[src/flash_cmd_consts.vh]
// opcodes, framing counts and discovery header bytes for the flash command
// block; included by the command block and its header table.
`ifndef FLASH_CMD_CONSTS_VH
`define FLASH_CMD_CONSTS_VH

`define OP_RESUME 8'h30
`define OP_NOP 8'h00
`define OP_RESET_ARM 8'h66
`define OP_RESET 8'h99
`define OP_TABLE_READ 8'h5A

`define BITS_OPCODE 6'd8
`define BITS_ADDR_END 6'd32
`define BITS_DUMMY_END 6'd40
`define BITS_SPI_STEP 6'd1
`define BITS_QUAD_STEP 6'd4
`define SYNC_IDLE 6'h3F

`define TBL_SIG0 8'h53
`define TBL_SIG1 8'h46
`define TBL_SIG2 8'h44
`define TBL_SIG3 8'h50
`define TBL_MINOR 8'h00
`define TBL_MAJOR 8'h01
`define TBL_HDR_COUNT 8'h01
`define TBL_STD_ID 8'h00
`define TBL_STD_LEN 8'h09
`define TBL_STD_PTR 8'h30
`define TBL_VND_LEN 8'h04
`define TBL_VND_PTR 8'h60
`define TBL_UNUSED 8'hFF
`define TBL_ZERO 8'h00

`endif

[src/sfdp_hdr_rom.v]
// discovery header table: 24 bytes, registered read data.
// assumes the caller holds the address steady for a cycle before use.
`timescale 1ns/1ps
`default_nettype none
`include "flash_cmd_consts.vh"
module sfdp_hdr_rom #(
    parameter [7:0] VENDOR_ID = 8'h5E // arbitrary value
) (
    input wire ref_clk_i,
    input wire [23:0] addr_i,
    output reg [7:0] data_o
);
    reg [7:0] data_d;

    always @* begin
        data_d = `TBL_UNUSED;
        if (addr_i[23:5] == 19'h00000) begin
            case (addr_i[4:0])
                5'h00: data_d = `TBL_SIG0;
                5'h01: data_d = `TBL_SIG1;
                5'h02: data_d = `TBL_SIG2;
                5'h03: data_d = `TBL_SIG3;
                5'h04: data_d = `TBL_MINOR;
                5'h05: data_d = `TBL_MAJOR;
                5'h06: data_d = `TBL_HDR_COUNT;
                5'h08: data_d = `TBL_STD_ID;
                5'h09: data_d = `TBL_MINOR;
                5'h0A: data_d = `TBL_MAJOR;
                5'h0B: data_d = `TBL_STD_LEN;
                5'h0C: data_d = `TBL_STD_PTR;
                5'h0D: data_d = `TBL_ZERO;
                5'h0E: data_d = `TBL_ZERO;
                5'h10: data_d = VENDOR_ID;
                5'h11: data_d = `TBL_MINOR;
                5'h12: data_d = `TBL_MAJOR;
                5'h13: data_d = `TBL_VND_LEN;
                5'h14: data_d = `TBL_VND_PTR;
                5'h15: data_d = `TBL_ZERO;
                5'h16: data_d = `TBL_ZERO;
                default: data_d = `TBL_UNUSED;
            endcase
        end
    end

    always @(posedge ref_clk_i) begin
        data_o <= data_d;
    end
endmodule
`default_nettype wire

[src/flash_resume_reset_sfdp.v]
// command handling for resume, no-op, two-step software reset and the
// single-line discovery header read. link pins are sampled by ref_clk_i, which must run
// well above the serial clock (at least 6x); mode 0 framing, data out on
// the falling serial edge.
`timescale 1ns/1ps
`default_nettype none
`include "flash_cmd_consts.vh"
module flash_resume_reset_sfdp #(
    parameter [7:0] VENDOR_ID = 8'h5E // arbitrary value
) (
    input wire ref_clk_i,
    input wire rst_i,
    input wire cs_n_i,
    input wire sclk_i,
    input wire [3:0] sio_i,
    output reg [3:0] sio_o,
    output reg [3:0] sio_oe_o,
    input wire quad_command_mode_i,
    input wire perf_enhance_i,
    input wire write_start_i,
    input wire write_done_i,
    input wire erase_suspend_i,
    input wire program_suspend_i,
    output reg erase_suspended_flag_o,
    output reg program_suspended_flag_o,
    output reg busy_o,
    output reg resume_o,
    output reg reset_armed_o,
    output reg soft_reset_o,
    output reg write_abort_o
);
    // two-flop synchronisers; stage 1 is read only by stage 2
    reg [5:0] sync1_q;
    reg [5:0] sync2_q;
    reg cs_n_dly_q;
    reg sclk_dly_q;

    wire cs_n_s = sync2_q[5];
    wire sclk_s = sync2_q[4];
    wire [3:0] io_s = sync2_q[3:0];
    wire sclk_rise = sclk_s & ~sclk_dly_q;
    wire sclk_fall = ~sclk_s & sclk_dly_q;
    wire cs_fall = ~cs_n_s & cs_n_dly_q;
    wire cs_rise = cs_n_s & ~cs_n_dly_q;

    always @(posedge ref_clk_i) begin
        if (rst_i) begin
            sync1_q <= `SYNC_IDLE;
            sync2_q <= `SYNC_IDLE;
            cs_n_dly_q <= 1'b1;
            sclk_dly_q <= 1'b1;
        end else begin
            sync1_q <= {cs_n_i, sclk_i, sio_i};
            sync2_q <= sync1_q;
            cs_n_dly_q <= cs_n_s;
            sclk_dly_q <= sclk_s;
        end
    end

    // frame shifter
    reg [5:0] bit_cnt_q;
    reg [5:0] bit_cnt_d;
    reg [7:0] opcode_q;
    reg [7:0] opcode_d;
    reg [23:0] addr_q;
    reg [23:0] addr_d;
    reg quad_q;
    reg quad_d;
    reg out_phase_q;
    reg out_phase_d;
    reg [2:0] out_cnt_q;
    reg [2:0] out_cnt_d;
    reg [7:0] out_sh_q;
    reg [7:0] out_sh_d;
    wire [7:0] rom_data;

    sfdp_hdr_rom #(
        .VENDOR_ID(VENDOR_ID)
    ) u_rom (
        .ref_clk_i(ref_clk_i),
        .addr_i(addr_q),
        .data_o(rom_data)
    );

    always @* begin
        bit_cnt_d = bit_cnt_q;
        opcode_d = opcode_q;
        addr_d = addr_q;
        quad_d = quad_q;
        out_phase_d = out_phase_q;
        out_cnt_d = out_cnt_q;
        out_sh_d = out_sh_q;
        if (cs_fall) begin
            // mode latched per frame so a mid-frame change cannot split it
            bit_cnt_d = 6'd0;
            quad_d = quad_command_mode_i;
            out_phase_d = 1'b0;
            out_cnt_d = 3'd0;
        end else if (cs_n_s) begin
            out_phase_d = 1'b0;
        end else if (sclk_rise && !out_phase_q) begin
            if (bit_cnt_q < `BITS_OPCODE) begin
                if (quad_q) begin
                    opcode_d = {opcode_q[3:0], io_s};
                    bit_cnt_d = bit_cnt_q + `BITS_QUAD_STEP;
                end else begin
                    // upper lines ignored in single-line mode
                    opcode_d = {opcode_q[6:0], io_s[0]};
                    bit_cnt_d = bit_cnt_q + `BITS_SPI_STEP;
                end
            end else if (opcode_q == `OP_TABLE_READ && !quad_q) begin
                if (bit_cnt_q < `BITS_ADDR_END) begin
                    addr_d = {addr_q[22:0], io_s[0]};
                end
                bit_cnt_d = bit_cnt_q + `BITS_SPI_STEP;
                if (bit_cnt_q + `BITS_SPI_STEP == `BITS_DUMMY_END) begin
                    out_phase_d = 1'b1;
                end
            end else if (bit_cnt_q != 6'h3F) begin
                bit_cnt_d = bit_cnt_q + `BITS_SPI_STEP;
            end
        end else if (sclk_fall && out_phase_q) begin
            out_cnt_d = out_cnt_q + 3'd1;
            if (out_cnt_q == 3'd0) begin
                out_sh_d = rom_data;
                addr_d = addr_q + 24'd1;
            end else begin
                out_sh_d = {out_sh_q[6:0], 1'b0};
            end
        end
    end

    always @(posedge ref_clk_i) begin
        if (rst_i) begin
            bit_cnt_q <= 6'd0;
            opcode_q <= 8'h00;
            addr_q <= 24'h000000;
            quad_q <= 1'b0;
            out_phase_q <= 1'b0;
            out_cnt_q <= 3'd0;
            out_sh_q <= 8'h00;
        end else if (soft_reset_o) begin
            // frame state is volatile as well; a new cs fall
            // cannot arrive in this cycle while cs stays high two clocks
            bit_cnt_q <= 6'd0;
            opcode_q <= 8'h00;
            addr_q <= 24'h000000;
            quad_q <= 1'b0;
            out_phase_q <= 1'b0;
            out_cnt_q <= 3'd0;
            out_sh_q <= 8'h00;
        end else begin
            bit_cnt_q <= bit_cnt_d;
            opcode_q <= opcode_d;
            addr_q <= addr_d;
            quad_q <= quad_d;
            out_phase_q <= out_phase_d;
            out_cnt_q <= out_cnt_d;
            out_sh_q <= out_sh_d;
        end
    end

    // serial output follows the shifter; first bit appears with the load
    always @(posedge ref_clk_i) begin
        if (rst_i) begin
            sio_o <= 4'h0;
            sio_oe_o <= 4'h0;
        end else begin
            sio_o <= {2'b00, out_sh_d[7], 1'b0};
            sio_oe_o <= {2'b00, out_phase_d & ~cs_n_s, 1'b0};
        end
    end

    // frame end: one-byte commands act only on an exact byte boundary
    wire frame_byte = cs_rise && (bit_cnt_q == `BITS_OPCODE);
    wire frame_any = cs_rise && (bit_cnt_q >= `BITS_OPCODE);
    wire cmd_resume = frame_byte && opcode_q == `OP_RESUME;
    wire cmd_arm = frame_byte && opcode_q == `OP_RESET_ARM;
    wire cmd_reset = frame_byte && opcode_q == `OP_RESET && reset_armed_o;

    // write state
    reg active_q;
    reg active_d;
    reg armed_d;
    reg esf_d;
    reg psf_d;
    reg resume_d;
    reg soft_reset_d;
    reg abort_d;

    always @* begin
        active_d = active_q;
        armed_d = reset_armed_o;
        esf_d = erase_suspended_flag_o;
        psf_d = program_suspended_flag_o;
        resume_d = 1'b0;
        soft_reset_d = 1'b0;
        abort_d = 1'b0;
        if (write_done_i) begin
            active_d = 1'b0;
        end
        if (write_start_i) begin
            active_d = 1'b1;
        end
        if (frame_any) begin
            // any completed command other than reset-arm disarms; a nop
            // does only that
            armed_d = cmd_arm;
        end
        if (cmd_resume && !perf_enhance_i &&
                (erase_suspended_flag_o || program_suspended_flag_o)) begin
            esf_d = 1'b0;
            psf_d = 1'b0;
            resume_d = 1'b1;
        end
        if (cmd_reset) begin
            soft_reset_d = 1'b1;
            abort_d = active_q;
            active_d = 1'b0;
            esf_d = 1'b0;
            psf_d = 1'b0;
            armed_d = 1'b0;
        end
        // a suspend landing with a resume keeps its flag; one landing with a reset is dropped
        if (erase_suspend_i && active_d && !cmd_reset) begin
            esf_d = 1'b1;
        end
        if (program_suspend_i && active_d && !cmd_reset) begin
            psf_d = 1'b1;
        end
    end

    always @(posedge ref_clk_i) begin
        if (rst_i) begin
            active_q <= 1'b0;
            reset_armed_o <= 1'b0;
            erase_suspended_flag_o <= 1'b0;
            program_suspended_flag_o <= 1'b0;
            busy_o <= 1'b0;
            resume_o <= 1'b0;
            soft_reset_o <= 1'b0;
            write_abort_o <= 1'b0;
        end else begin
            active_q <= active_d;
            reset_armed_o <= armed_d;
            erase_suspended_flag_o <= esf_d;
            program_suspended_flag_o <= psf_d;
            busy_o <= active_d & ~esf_d & ~psf_d;
            resume_o <= resume_d;
            soft_reset_o <= soft_reset_d;
            write_abort_o <= abort_d;
        end
    end
endmodule
`default_nettype wire

[config.mk]
export PLATFORM = sky130hd
export DESIGN_NAME = flash_resume_reset_sfdp
export DESIGN_NICKNAME = d
export VERILOG_FILES = /design/src/sfdp_hdr_rom.v /design/src/flash_resume_reset_sfdp.v
export VERILOG_INCLUDE_DIRS = /design/src
export SDC_FILE = /design/constraint.sdc
export NUM_CORES = 1
export LEC_CHECK = 0
export ABC_CLOCK_PERIOD_IN_PS = 1950
export BUFFER_PORTS_ARGS = -buffer_cell sky130_fd_sc_hd__buf_2
export CORE_MARGIN = 2
export CORE_UTILIZATION = 50
export DETAILED_ROUTE_END_ITERATION = 16
export PLACE_DENSITY = 0.78
export SYNTH_ARGS = -nofsm -noshare
export SYNTH_HDL_FRONTEND = slang
export SYNTH_HIERARCHICAL = 1
export SYNTH_SLANG_ARGS = --single-unit
export TNS_END_PERCENT = 20
[constraint.sdc]
create_clock -name ref_clk_i -period 1.95 [get_ports ref_clk_i]
set_input_delay 0.2925 -clock ref_clk_i [delete_from_list [all_inputs] [get_ports ref_clk_i]]
set_output_delay 0.2925 -clock ref_clk_i [all_outputs]
set_load 0.02 [all_outputs]
-- Word-level counts from Yosys, hierarchy flattened
Memory sizes are Yosys's and may differ from the RTL's. A register that Yosys moved wholly into a read port is not among the register bits.
Cells that the tools add are included.
- equal/unequal tests: 10
- add/subtract/negate cells: 4
- reduce and logical (&&, ||, !) cells: 35
- bitwise operators: 16
- magnitude comparators: 3
- mux-type cells: 33
- operators with widths (operator ; count):
    24-bit 2-to-1 mux ; 6
    8-bit 2-to-1 mux ; 6
    24-bit by 1-bit adder with 24-bit output (second input constant) ; 1
    6-bit 2-to-1 mux ; 4
    19-bit zero test ; 1
    1-bit 2-to-1 mux ; 17
    8-bit by 7-bit equality test with 1-bit output (second input constant) ; 2
    1-bit logical AND ; 15
    1-bit inverter ; 9
    8-bit by 6-bit equality test with 1-bit output (second input constant) ; 1
    8-bit equality test (second input constant) ; 1
    4-bit AND reduction ; 2
    1-bit AND ; 7
    7-bit AND reduction ; 1
    6-bit by 1-bit adder with 6-bit output (second input constant) ; 1
    6-bit by 3-bit adder with 6-bit output (second input constant) ; 1
    6-bit by 4-bit equality test with 1-bit output (second input constant) ; 1
    6-bit equality test (second input constant) ; 1
    6-bit by 4-bit >= comparator with 1-bit output (second input constant) ; 1
    6-bit by 4-bit < comparator with 1-bit output (second input constant) ; 1
    6-bit < comparator (second input constant) ; 1
    6-bit != test (second input constant) ; 1
    3-bit AND reduction ; 2
    2-bit OR reduction ; 3
    9 further kinds ; 15
- bits in read-only memories: 256
- memories kept: 1
- input port bits: 14
- logic and storage cells: 126
- bits in registers: 81
- output and inout bits: 15
- memory list (name ; words ; bits a word ; read ports ; clocked after memory_dff ; wr ports ; line ; RTL):
    (no name shown) ; 32 ; 8 ; 1 ; 1 ; 0 ; sfdp_hdr_rom.v:18 ; case (addr_i[4:0])

-- Logic depth before layout (Yosys ltp)
Gate-level depths: netlist of run 1.
- depth in word-level cells: 12
- mapped depth: 8
- depth with buffers taken out: 7

-- Modules after synthesis
The synthesis of run 1 kept the hierarchy.
- by module, submodules not included (module ; sequential area each (µm²) ; instances ; area an instance (µm²) ; cells an instance):
    flash_resume_reset_sfdp ; 1501.4 ; 1 ; 3767.4 ; 442
    sfdp_hdr_rom ; 160.2 ; 1 ; 481.7 ; 56

-- Worst setup path before layout of run 1
Ideal clock, no wire load.
- kind: register to register
- start: register bit_cnt_q[3]
- end: register program_suspended_flag_o
- data required time: 1.825 ns
- cell stages (with the launch flop): 7
- setup slack: -0.198 ns
- data arrival time: 2.022 ns
- setup time: 0.125 ns
- period minus slack after synthesis: 2.148 ns
- path buffers: 1
- cell sequence: dfxtp_1 clkbuf_1 or4b_1 or4b_1 o21ba_2 a22oi_1 nor2_1
- longest elaborated chain between the ends: 8
- elaborated cells on any way between the ends: 14
- classes of those cells: 1 x eq/ne; 4 x mux; 9 x reduce/logical
- ends and longest elaborated chain (what ; line ; RTL):
    start, declared ; flash_resume_reset_sfdp.v:61 ; reg [5:0] bit_cnt_q;
    start signal, assigned ; flash_resume_reset_sfdp.v:153 ; bit_cnt_q <= bit_cnt_d;
    6-bit by 4-bit equality test with 1-bit output (no line) * ; n/a ;
    1-bit logical AND * ; flash_resume_reset_sfdp.v:175 ; wire frame_byte = cs_rise && (bit_cnt_q == `BITS_OPCODE);
    1-bit logical AND (no line) ; n/a ;
    1-bit logical AND (on tied branches) ; flash_resume_reset_sfdp.v:210, flash_resume_reset_sfdp.v:179 ;
    1-bit logical AND / 1-bit 2-to-1 mux (equally long branches) ; flash_resume_reset_sfdp.v:210, flash_resume_reset_sfdp.v:216 ;
    1-bit 2-to-1 mux / 1-bit logical AND (equally long branches) ; flash_resume_reset_sfdp.v:210, flash_resume_reset_sfdp.v:228 ;
    1-bit 2-to-1 mux / 1-bit logical AND (equally long branches) ; flash_resume_reset_sfdp.v:216, flash_resume_reset_sfdp.v:228 ;
    1-bit 2-to-1 mux * ; flash_resume_reset_sfdp.v:228 ; if (program_suspend_i && active_d && !cmd_reset) begin
    end signal, assigned ; flash_resume_reset_sfdp.v:247 ; program_suspended_flag_o <= psf_d;
    end, declared ; flash_resume_reset_sfdp.v:25 ; output reg program_suspended_flag_o,
Mark *: on every way between the ends. The rest lies on a longest branch, timed or not.
A chain may end at the register's enable or synchronous reset.

-- Worst setup path in the final report of run 1
- start: register opcode_q[5]
- end: register addr_q[11]
- longest elaborated chain between the ends: 4
- ends and longest elaborated chain (what ; line ; RTL):
    start, declared ; flash_resume_reset_sfdp.v:63 ; reg [7:0] opcode_q;
    start signal, assigned ; flash_resume_reset_sfdp.v:154 ; opcode_q <= opcode_d;
    8-bit by 7-bit equality test with 1-bit output (no line) ; n/a ;
    1-bit logical AND ; flash_resume_reset_sfdp.v:111 ; end else if (opcode_q == `OP_TABLE_READ && !quad_q) begin
    2-bit by 1-bit != test with 1-bit output (no line) ; n/a ;
    7-bit AND reduction (no line) ; n/a ;
    end signal, assigned ; flash_resume_reset_sfdp.v:155 ; addr_q <= addr_d;
    end, declared ; flash_resume_reset_sfdp.v:65 ; reg [23:0] addr_q;
No other way between the ends.

==> results of run 1 <==
## synthesized netlist by cell type (4+ instances only)
library cell / n / area [um2]
dfxtp_1: 83 / 1660
nor2_1: 57 / 214
and3_1: 6 / 37.5
inv_1: 7 / 26.3
o32ai_1: 4 / 35.0
o211ai_1: 9 / 67.6
nor2b_1: 7 / 43.8
a22oi_1: 8 / 60.1
clkbuf_1: 22 / 82.6
a21o_1: 6 / 45.0
or2_2: 17 / 106
nand3_1: 17 / 85.1
buf_6: 5 / 56.3
a211oi_1: 17 / 128
o21ai_1: 5 / 25.0
nor4_1: 6 / 37.5
nor3_1: 9 / 45.0
nand4_1: 9 / 56.3
a21oi_1: 25 / 125
nand2_1: 33 / 124
o31ai_1: 6 / 45.0
ha_1: 9 / 113
o21ai_0: 32 / 160
a31oi_1: 8 / 50.1
buf_4: 7 / 52.6
mux2i_1: 19 / 190
## state kept, by name (all words and copies together), names as in the netlist, 3 cells and up
name          flops
addr_q           24
opcode_q          8
out_sh_q          8
u_rom/data_o      8
bit_cnt_q         6
sync1_q           6
sync2_q           6
out_cnt_q         3
## worst max path at each step
stage	start	cells past startpoint	endpoint	slack, ps
after floorplan	opcode_q[5]	6	addr_q[6]	-120
after global placement	opcode_q[5]	6	addr_q[11]	-160
after detailed placement	opcode_q[5]	6	addr_q[9]	-180
after CTS	opcode_q[5]	6	addr_q[11]	-210
after global routing	opcode_q[5]	6	addr_q[4]	-260
final	opcode_q[5]	6	addr_q[11]	-190
## layout by cell type (no fill, tap or decap), types with 8 or more instances in the layout
cell and n:
nand3_1 17, nor2_1 56, nand2_1 33, clkbuf_8 9
dfxtp_1 82, a21oi_1 24, mux2i_1 19, nand4_1 9
a211oi_1 16, buf_2 22, o21ai_1 10, o211ai_1 9
buf_4 56, a31oi_1 8, or2_2 17, ha_1 9
o21ai_0 22
## per-layer routing
metal	up-vias	track usage (%)
met1	1873	29.7
met3	20	2.82
li1	1946	-
met4	0	9.88
met2	100	36.5
met5	-	0
## logic make-up (layout without fill, tap and decap cells)
family,count (synthesis),count (layout),synth area share [%]
AOI/OAI and AO/OA,140,140,21.9
adders and majority gates,9,9,2.65
and+or+nand+nor,196,196,25.1
other,1,6,0.0883
xor gates and xnor gates,5,5,1.03
DFF,83,83,39.1
muxes,19,19,4.48
buffers and inverters,45,106,5.65
## repair_timing
item                                    CTS  global route
pin swaps                                 5             6
endpoints found under the setup margin   32            38
gates cloned                              0             0
gates resized for setup                   8            20
## metrics by stage
stage | worst slack (ps) | cells | hold slack, ps | setup TNS [ps]
floorplan | -122 | 503 | 389 | -1830
global placement | -162 | 653 | 392 | -2810
detailed placement | -176 | 653 | 393 | -3590
CTS | -209 | 669 | 94.3 | -4090
global route | -261 | 669 | 94.1 | -5840
finish | -193 | 669 | 107 | -3650
## power by group
part	switching, uW	leakage (uW)	internal, uW
Clock	727	0.000103	509
Combinational	87.2	0.00116	54.4
Sequential	8.69	0.000673	1710
## layout make-up
type,instances,area (um2)
Clock buffer,9,124
Clock inverter,7,76.3
Fill cell,660,3140
Inverter,7,26.3
Multi-Input combinational cell,375,2460
Sequential cell,83,1660
Tap cell,105,131
Timing Repair Buffer,83,596
==> results by group, run 1 <==
Global routing
  • Gr ovfl total: 0
  • Largest net degree at the start of global routing: 31
  • Initial antenna violation count: 0
  • First-pass GRT wire length: 16500 um
  • Number of global-route vias before repair: 3610
  • Total GRT Usage: 22.4%

Synth
  • Post-synth cell types: 71
  • Post-synthesis sequential area ratio: 39.1%
  • Ys Warns: 6
  • Prevailing post-synth register cell: dfxtp_1
  • Post-synth EDFFs: 0
  • Register bit total from synthesis: 83
  • Async set-or-reset flop fraction in the synthesized netlist: 0%
  • Post-Syn Instances: 498
  • Syn avg cell area: 8.53 um2
  • Mapped Area: 4250 um2

Power and ir drop
  • LEAKAGE: 0.00194 uW
  • Pwr/cell area: 611 nW/um2
  • Power Total: 3100 uW
  • Peak VDD IR: 0.484 mV

Clock tree
  • CTS tree: built
  • Cts hold-fix bufs: 0
  • Clk_lat worst skew: 360 ps
  • Clk buf depth: 2
  • Reg clk slew, reported paths: 110 ps
  • Clock sink count: 83
  • CTS buffer count: 9
  • Setup bufs post-CTS: 0
  • H-tree Lvls: 3
  • Root Driver: clkbuf_8

Routing
  • Met3 WL: 378 um
  • Antenna Nets Post-Route: 0
  • WL per Instance: 15.3 um
  • DR top layer: met4
  • Iteration-0 DRC Markers: 289
  • Routed length on met2: 5000 um
  • Vias/cell: 5.89
  • Residual DRC: 0
  • Pre-Repair DR Iteration Count: 5
  • Routed length on met1: 4710 um
  • Post-Route WL: 10300 um
  • Vias: 3939

Placement
  • Area of placed instances: 4790 um2
  • Routability cong.: 0.890
  • DP HPWL: 7120 um
  • # port buffers: 22

Setup path
  • Worst R2R Start: opcode_q[5]
  • CP required: 2190 ps
  • CP delay by family, top: simple AND/OR/NAND/NOR gates
  • Reg2reg setup slack: -190 ps
  • Critical path arrival: 2380 ps
  • CP Buf/Inv Count: 1
  • Startpoint types: flip-flop
  • CP dominant cell by count: or4b_4
  • Max FO, Critical Path: 8
  • Critical Setup Path Class: flip-flop to flip-flop
  • Worst r2r dst: addr_q[11]
  • CP max-delay cell: or4b_4
  • Max incr delay on CP: 530 ps
  • Crit path cell chain: or4b_4, or4b_4, a21o_1, buf_6, o31ai_2, a21oi_1
  • Reg2reg path depth: 6
  • Crit. End Element: flip-flop

Cells and area
  • Fin area: 5070 um2
  • Share of post-route cells with drive strength above 1: 27.1%
  • NumNets Final: 582
  • Synth-to-layout area growth: 19.4%
  • Post-Route Utilization: 61.7%
  • N_diodes: 0

STA
  • Setup Skew: 16.6 ps
  • Rel. slew slack: 53.3%
  • Final Hold Violating Endpoints: 0
  • # setup viols final: 28
  • Slew @ Worst Pin: 696 ps
  • Final min period: 2140 ps
  • Final Max Tran Viols: 0
  • Period utilisation layout: 110%
  • Achievable frequency: 467 MHz
  • Worst setup margin: -193 ps
  • Unrepaired setup endpoints after global routing: yes

Floorplan
  • Top Ports: 29
  • Initial Util: 51.7%
  • Die Ht: 96.2 um
  • Die ar.: 9250 um2
  • Core region area: 8220 um2
  • Die W: 96.2 um
  • Num rows: 33

Hold path
  • Endpoint, Worst Hold: sync1_q[1]
  • Hold Crit Start: sio_i[1]
  • HP Class: input port to flip-flop
  • WHS Path Cells: 2

Run
  • Max Cap Viol: 0

Outcome
  • Violated checks: negative setup slack
  • Outcome: finished, violations left
No activity file was read; power rests on OpenSTA's default activity.
==> run 2: changes to the inputs <==
--- a/config.mk
+++ b/config.mk
@@ -8,7 +8,8 @@
 export LEC_CHECK = 0
 export ABC_CLOCK_PERIOD_IN_PS = 1950
 export BUFFER_PORTS_ARGS = -buffer_cell sky130_fd_sc_hd__buf_2
-export CORE_MARGIN = 2
+export CAP_MARGIN = 20
+export CORE_MARGIN = 10
 export CORE_UTILIZATION = 50
 export DETAILED_ROUTE_END_ITERATION = 16
 export PLACE_DENSITY = 0.78
==> results by group, run 2 (synthesis results as in run 1) <==
Outcome
  • Outcome: finished, violations left (unchanged)
  • Violated checks: negative setup slack (unchanged)

Cells and area
  • Share of post-route cells with drive strength above 1: 27.7% (was 27.1%)
  • Synth-to-layout area growth: 20.0% (was 19.4%)
  • Most common cell after layout, fill and taps aside: dfxtp_1 (unchanged)
  • NumNets Final: 582 (unchanged)
  • Largest register FFs: 24 (unchanged)
  • Fin area: 5100 um2 (was 5070 um2)
  • Commonest cells after routing, fill and taps aside: dfxtp_1 (82), nor2_1 (56), buf_4 (56) (unchanged)
  • N_diodes: 0 (unchanged)
  • Reg with most FFs: addr_q (unchanged)
  • Fill count: 697 (was 660)

Placement
  • DP HPWL: 7320 um (was 7120 um)
  • Setup WS pre-CTS: -175 ps (was -176 ps)
  • Area of placed instances: 4780 um2 (was 4790 um2)
  • Routability cong.: 0.898 (was 0.890)
  • # port buffers: 22 (unchanged)

Clock tree
  • Reg clk slew, reported paths: 100 ps (was 110 ps)
  • Clock sink count: 83 (unchanged)
  • Clk_lat worst skew: 370 ps (was 360 ps)
  • Root Driver: clkbuf_8 (unchanged)
  • Clk buf depth: 2 (unchanged)
  • CTS tree: built (unchanged)
  • H-tree Lvls: 3 (unchanged)
  • CTS buffer count: 9 (unchanged)

Floorplan
  • Top Ports: 29 (unchanged)
  • Die ar.: 12600 um2 (was 9250 um2)
  • Num rows: 33 (unchanged)
  • Die Ht: 112 um (was 96.2 um)
  • Die W: 112 um (was 96.2 um)
  • Initial Util: 51.5% (was 51.7%)
  • Core region area: 8260 um2 (was 8220 um2)

Setup path
  • Critical Setup Path Class: flip-flop to flip-flop (unchanged)
  • Crit. End Element: flip-flop (unchanged)
  • CP required: 2200 ps (was 2190 ps)
  • Critical path arrival: 2370 ps (was 2380 ps)
  • Startpoint types: flip-flop (unchanged)
  • Max FO, Critical Path: 14 (was 8)

STA
  • Final Hold Violating Endpoints: 0 (unchanged)
  • Fin Hold WS: 102 ps (was 107 ps)
  • Worst setup margin: -168 ps (was -193 ps)
  • Slew @ Worst Pin: 664 ps (was 696 ps)
  • Unrepaired setup endpoints after global routing: yes (unchanged)
  • Achievable frequency: 472 MHz (was 467 MHz)
  • Rel. slew slack: 55.4% (was 53.3%)
  • Final min period: 2120 ps (was 2140 ps)
  • Fin Setup TNS: -3140 ps (was -3650 ps)
  • Setup Skew: 14.8 ps (was 16.6 ps)
  • Final Max Tran Viols: 0 (unchanged)
  • Period utilisation layout: 109% (was 110%)
  • # setup viols final: 29 (was 28)

Routing
  • Post-Route WL: 10400 um (was 10300 um)
  • Vias/cell: 5.87 (was 5.89)
  • Residual DRC: 0 (unchanged)
  • WL per Instance: 15.6 um (was 15.3 um)
  • Antenna Nets Post-Route: 0 (unchanged)
  • Pre-Repair DR Iteration Count: 4 (was 5)
  • Iteration-0 DRC Markers: 268 (was 289)
  • Vias: 3924 (was 3939)

Power and ir drop
  • Pwr/cell area: 610 nW/um2 (was 611 nW/um2)
  • LEAKAGE: 0.00194 uW (about the same)
  • Peak VDD IR: 0.561 mV (was 0.484 mV)

Global routing
  • Grt peak-use layer: met2 (unchanged)
  • Met3 Use GR: 2.56% (was 2.82%)
  • Total GRT Usage: 16.4% (was 22.4%)
  • Gr ovfl total: 0 (unchanged)
  • Met2 global-route usage: 26.8% (was 36.5%)
  • Largest net degree at the start of global routing: 31 (unchanged)
  • Met1 Usage GRT: 21.2% (was 29.7%)
  • Number of global-route vias before repair: 3706 (was 3610)
  • First-pass GRT wire length: 17800 um (was 16500 um)
  • Initial antenna violation count: 0 (unchanged)

Run
  • Max Cap Viol: 0 (unchanged)

Hold path
  • HP Class: input port to flip-flop (unchanged)
-- run 2: cell types whose count changed in the layout (fill, tap and decap cells not counted) --
cell	change
a21oi_1	-1
a21oi_2	+1
clkinv_4	-1
inv_6	+1
nor3b_2	-1
nor3b_4	+1
o32ai_1	-2
o32ai_2	+2
-- run 2: per-layer routing --
metal  part of all wire, %  vias up
met5                     0        -
met4                   1.6        0
met3                   4.0       18
met2                    50       89
met1                    44     1878
li1                      -     1939
-- run 2: final timing paths --
path	slack (ps)	end	cells after the start	from
worst max-delay path	-170	addr_q[4]	6	opcode_q[5]
worst min-delay path	100	sync1_q[2]	2	sio_i[2]
worst max register to register	-170	addr_q[4]	6	opcode_q[5]
worst min register to register	410	sync2_q[0]	1	sync1_q[0]
-- run 2: final cells by class --
cell class | instances | area, um2 | area share (%)
clock inverters | 7 | 76.3 | 1.50
well taps | 105 | 131 | 2.58
inverters | 7 | 26.3 | 0.515
multi-input cells | 375 | 2480 | 48.7
repair buffers | 83 | 596 | 11.7
flip-flops and latches | 83 | 1660 | 32.6
clock buffers | 9 | 124 | 2.43
-- run 2: stage by stage --
| stage | util [%] | total power (uW) | instances |
|---|---|---|---|
| final | 61.7 | 3110 | 669 |
| after global routing | 61.7 | 3210 | 669 |
| after CTS | 60.9 | 3130 | 669 |
| after detailed placement | 57.9 | 1900 | 652 |
| after global placement | 57.9 | 1890 | 652 |
| after floorplan | - | 1860 | 503 |
-- run 2: critical path, stage by stage (launching register included) --
cell	delay [ps]
dfxtp_2	330
or4b_4	530
or4b_4	520
a21o_1	210
buf_6	160
o211ai_1	170
o21ai_1	90
-- run 2: power by group --
| group | switching [uW] | leakage [uW] | internal (uW) |
|---|---|---|---|
| clock | 734 | 0.000103 | 511 |
| sequential | 8.41 | 0.000673 | 1710 |
| combinational | 88.0 | 0.00117 | 55.1 |
-- run 2: repair_timing --
action                     CTS  global route
buffers inserted             1             0
pin swaps                   10             4
gates cloned                 0             0
hold buffers                 0             0
resized for setup           17            15
setup endpoints to repair   31            43
==> run 3: changes to the inputs <==
--- a/config.mk
+++ b/config.mk
@@ -6,13 +6,15 @@
 export SDC_FILE = /design/constraint.sdc
 export NUM_CORES = 1
 export LEC_CHECK = 0
+export ABC_AREA = 1
 export ABC_CLOCK_PERIOD_IN_PS = 1950
 export BUFFER_PORTS_ARGS = -buffer_cell sky130_fd_sc_hd__buf_2
 export CAP_MARGIN = 20
 export CORE_MARGIN = 10
-export CORE_UTILIZATION = 50
+export CORE_UTILIZATION = 35
 export DETAILED_ROUTE_END_ITERATION = 16
-export PLACE_DENSITY = 0.78
+export PLACE_DENSITY = 0.6
+export RECOVER_POWER = 50
 export SYNTH_ARGS = -nofsm -noshare
 export SYNTH_HDL_FRONTEND = slang
 export SYNTH_HIERARCHICAL = 1
==> results by group, run 3 <==
Global routing
  • Number of global-route vias before repair: 3888 (was 3706)
  • Largest net degree at the start of global routing: 47 (was 31)
  • First-pass GRT wire length: 18400 um (was 17800 um)
  • Gr ovfl total: 0 (unchanged)
  • Total GRT Usage: 12.1% (was 16.4%)
  • Initial antenna violation count: 0 (unchanged)

Clock tree
  • CTS buffer count: 9 (unchanged)
  • Reg clk slew, reported paths: 70 ps (was 100 ps)
  • H-tree Lvls: 3 (unchanged)
  • Clk buf depth: 2 (unchanged)
  • Clock sink count: 83 (unchanged)
  • Root Driver: clkbuf_16 (was clkbuf_8)
  • Setup bufs post-CTS: 0 (was 1)
  • CTS tree: built (unchanged)
  • Clk_lat worst skew: 350 ps (was 370 ps)

Routing
  • Vias: 4210 (was 3924)
  • Post-Route WL: 10600 um (was 10400 um)
  • Vias/cell: 4.60 (was 5.87)
  • Pre-Repair DR Iteration Count: 5 (was 4)
  • Iteration-0 DRC Markers: 291 (was 268)
  • Residual DRC: 0 (unchanged)
  • Antenna Nets Post-Route: 0 (unchanged)
  • WL per Instance: 11.5 um (was 15.6 um)

Cells and area
  • N_diodes: 0 (unchanged)
  • Fill count: 1374 (was 697)
  • Synth-to-layout area growth: 13.9% (was 20.0%)
  • Final Non-Filler Cells: 915 (was 669)
  • Most common cell after layout, fill and taps aside: nand2_1 (was dfxtp_1)
  • Share of post-route cells with drive strength above 1: 10.9% (was 27.7%)
  • NumNets Final: 761 (was 582)
  • Largest register FFs: 24 (unchanged)
  • Commonest cells after routing, fill and taps aside: nand2_1 (202), nor2_1 (104), dfxtp_1 (81) (was dfxtp_1 (82), nor2_1 (56), buf_4 (56))
  • Post-Route Utilization: 41.0% (was 61.7%)
  • Fin area: 5190 um2 (was 5100 um2)
  • Reg with most FFs: addr_q (unchanged)

Setup path
  • Crit. End Element: flip-flop (unchanged)
  • Startpoint types: flip-flop (unchanged)
  • Reg2reg path depth: 7 (was 6)
  • Critical path arrival: 1970 ps (was 2370 ps)
  • Max incr delay on CP: 350 ps (was 530 ps)
  • Max FO, Critical Path: 14 (unchanged)
  • CP delay by family, top: simple AND/OR/NAND/NOR gates (unchanged)
  • Crit path depth: 7 (was 6)
  • CP Buf/Inv Count: 1 (unchanged)
  • CP required: 2220 ps (was 2200 ps)
  • CP max-delay cell: dfxtp_1 (was or4b_4)
  • Crit path cell chain: nor2_1, nand2_4, nor2_4, nand2_1, inv_1, o21ai_0, a31oi_1 (was or4b_4, or4b_4, a21o_1, buf_6, o211ai_1, o21ai_1)
  • Critical Setup Path Class: flip-flop to flip-flop (unchanged)

Power and ir drop
  • LEAKAGE: 0.00219 uW (was 0.00194 uW)
  • Peak VDD IR: 0.355 mV (was 0.561 mV)
  • Pwr/cell area: 700 nW/um2 (was 610 nW/um2)

Synth
  • Post-synthesis sequential area ratio: 36.5% (was 39.1%)
  • Async set-or-reset flop fraction in the synthesized netlist: 0% (unchanged)
  • Area leader, netlist: dfxtp_1 (unchanged)
  • Post-Syn Instances: 706 (was 498)
  • Mapped Area: 4560 um2 (was 4250 um2)
  • Post-synth cell types: 40 (was 71)
  • Top post-synthesis cells by area: dfxtp_1 (36%), nand2_1 (17%), nor2_1 (8.4%) (was dfxtp_1 (39%), nor2_1 (5.0%), mux2i_1 (4.5%))
  • Prevailing post-synth register cell: dfxtp_1 (unchanged)
  • Syn avg cell area: 6.46 um2 (was 8.53 um2)
  • Register bit total from synthesis: 83 (unchanged)
  • Yosys top cell area share: 36.5% (was 39.1%)
  • Count leader, synth: nand2_1 (was dfxtp_1)
  • Synth cell count leaders: nand2_1 (202), nor2_1 (102), dfxtp_1 (83) (was dfxtp_1 (83), nor2_1 (57), nand2_1 (33))
  • Ys Warns: 6 (unchanged)
  • Post-synth EDFFs: 0 (unchanged)

Placement
  • DP HPWL: 7890 um (was 7320 um)
  • Placed Instances: 899 (was 652)
  • Area of placed instances: 4910 um2 (was 4780 um2)
  • Routability cong.: 0.878 (was 0.898)
  • # port buffers: 22 (unchanged)

STA
  • Final Max Tran Viols: 0 (unchanged)
  • Final Hold Violating Endpoints: 0 (unchanged)
  • Unrepaired setup endpoints after global routing: no (was yes)
  • Slew @ Worst Pin: 797 ps (was 664 ps)
  • Fin Setup TNS: 0 ps (was -3140 ps)
  • Rel. slew slack: 46.9% (was 55.4%)
  • Final min period: 1700 ps (was 2120 ps)
  • # setup viols final: 0 (was 29)
  • Setup Skew: 9.54 ps (was 14.8 ps)
  • Period utilisation layout: 87.2% (was 109%)
  • Achievable frequency: 588 MHz (was 472 MHz)

Floorplan
  • Die W: 134 um (was 112 um)
  • Num rows: 41 (was 33)
  • Die ar.: 18000 um2 (was 12600 um2)
  • Die Ht: 134 um (was 112 um)
  • Core region area: 12700 um2 (was 8260 um2)
  • Top Ports: 29 (unchanged)
  • Initial Util: 36.0% (was 51.5%)

Outcome
  • Outcome: complete, no violations (was finished, violations left)

Hold path
  • WHS Path Cells: 2 (unchanged)
  • HP Class: input port to flip-flop (unchanged)

Run
  • Max Cap Viol: 0 (unchanged)
run 3: cell count changes in the layout (fill, tap and decap cells not counted), sizes merged, moves of 7 or more:
cell | before | now
o21ai | 37 | 49
nor2 | 58 | 109
inv | 12 | 83
nand2 | 33 | 206
buf | 83 | 26
nor2b | 7 | 0
clkbuf | 9 | 21
mux2i | 19 | 0
a22oi | 8 | 0
a211oi | 18 | 0
nand3 | 17 | 58
run 3: metrics by stage:
stage | hold WS (ps) | total power (uW) | worst slack (ps)
after global placement | 391 | 1910 | 235
after global routing | 117 | 3760 | 36.6
after CTS | 109 | 3680 | 207
after detailed placement | 393 | 1910 | 214
final | 120 | 3630 | 250
after floorplan | 376 | 1870 | 393
run 3: area by class of cell:
| cell class | instances | area (um2) | share of cell area [%] |
|---|---|---|---|
| inverters | 81 | 304 | 5.86 |
| clock buffers | 9 | 225 | 4.34 |
| well taps | 172 | 215 | 4.14 |
| multi-input cells | 525 | 2480 | 47.7 |
| repair buffers | 38 | 224 | 4.31 |
| clock inverters | 7 | 82.6 | 1.59 |
| flip-flops and latches | 83 | 1660 | 32.0 |
run 3: final timing paths:
path	endpoint	slack [ps]	start
max	opcode_q[2]	250	bit_cnt_q[5]
min	sync1_q[1]	120	sio_i[1]
min reg2reg	sync2_q[4]	410	sync1_q[4]
max reg2reg	opcode_q[2]	250	bit_cnt_q[5]
run 3: routing by layer:
metal	vias up	global-route usage (%)	part of all wire, %	wire length, um
met5	-	0	0	0
met4	0	5.32	1.6	172
met3	14	2.20	2.7	281
met2	47	18.7	44	4610
met1	1842	16.1	52	5490
li1	2307	-	-	-
run 3: what timing repair did:
| item | in CTS | in global routing |
|---|---|---|
| setup endpoints to repair | 0 | 4 |
| resized for setup | 0 | 3 |
| endpoints found under the hold margin | 0 | 0 |
| hold buffers | 0 | 0 |
run 3: logic make-up (layout without fill, tap and decap cells):
family,after synthesis,count (layout),synth area share (%)
compound gates,98,98,12.1
xor+xnor,5,5,0.961
fa+ha+maj,9,9,2.47
buf+inv,103,135,9.50
flops,83,83,36.5
other cells,1,6,0.0823
simple gates,407,407,38.4
run 3: where the power goes:
| group | leakage (uW) | internal (uW) | switching (uW) |
|---|---|---|---|
| clock network | 0.000145 | 1010 | 754 |
| registers | 0.000674 | 1710 | 9.71 |
| logic | 0.00138 | 46.5 | 96.5 |
| total | 0.00219 | 2770 | 860 |
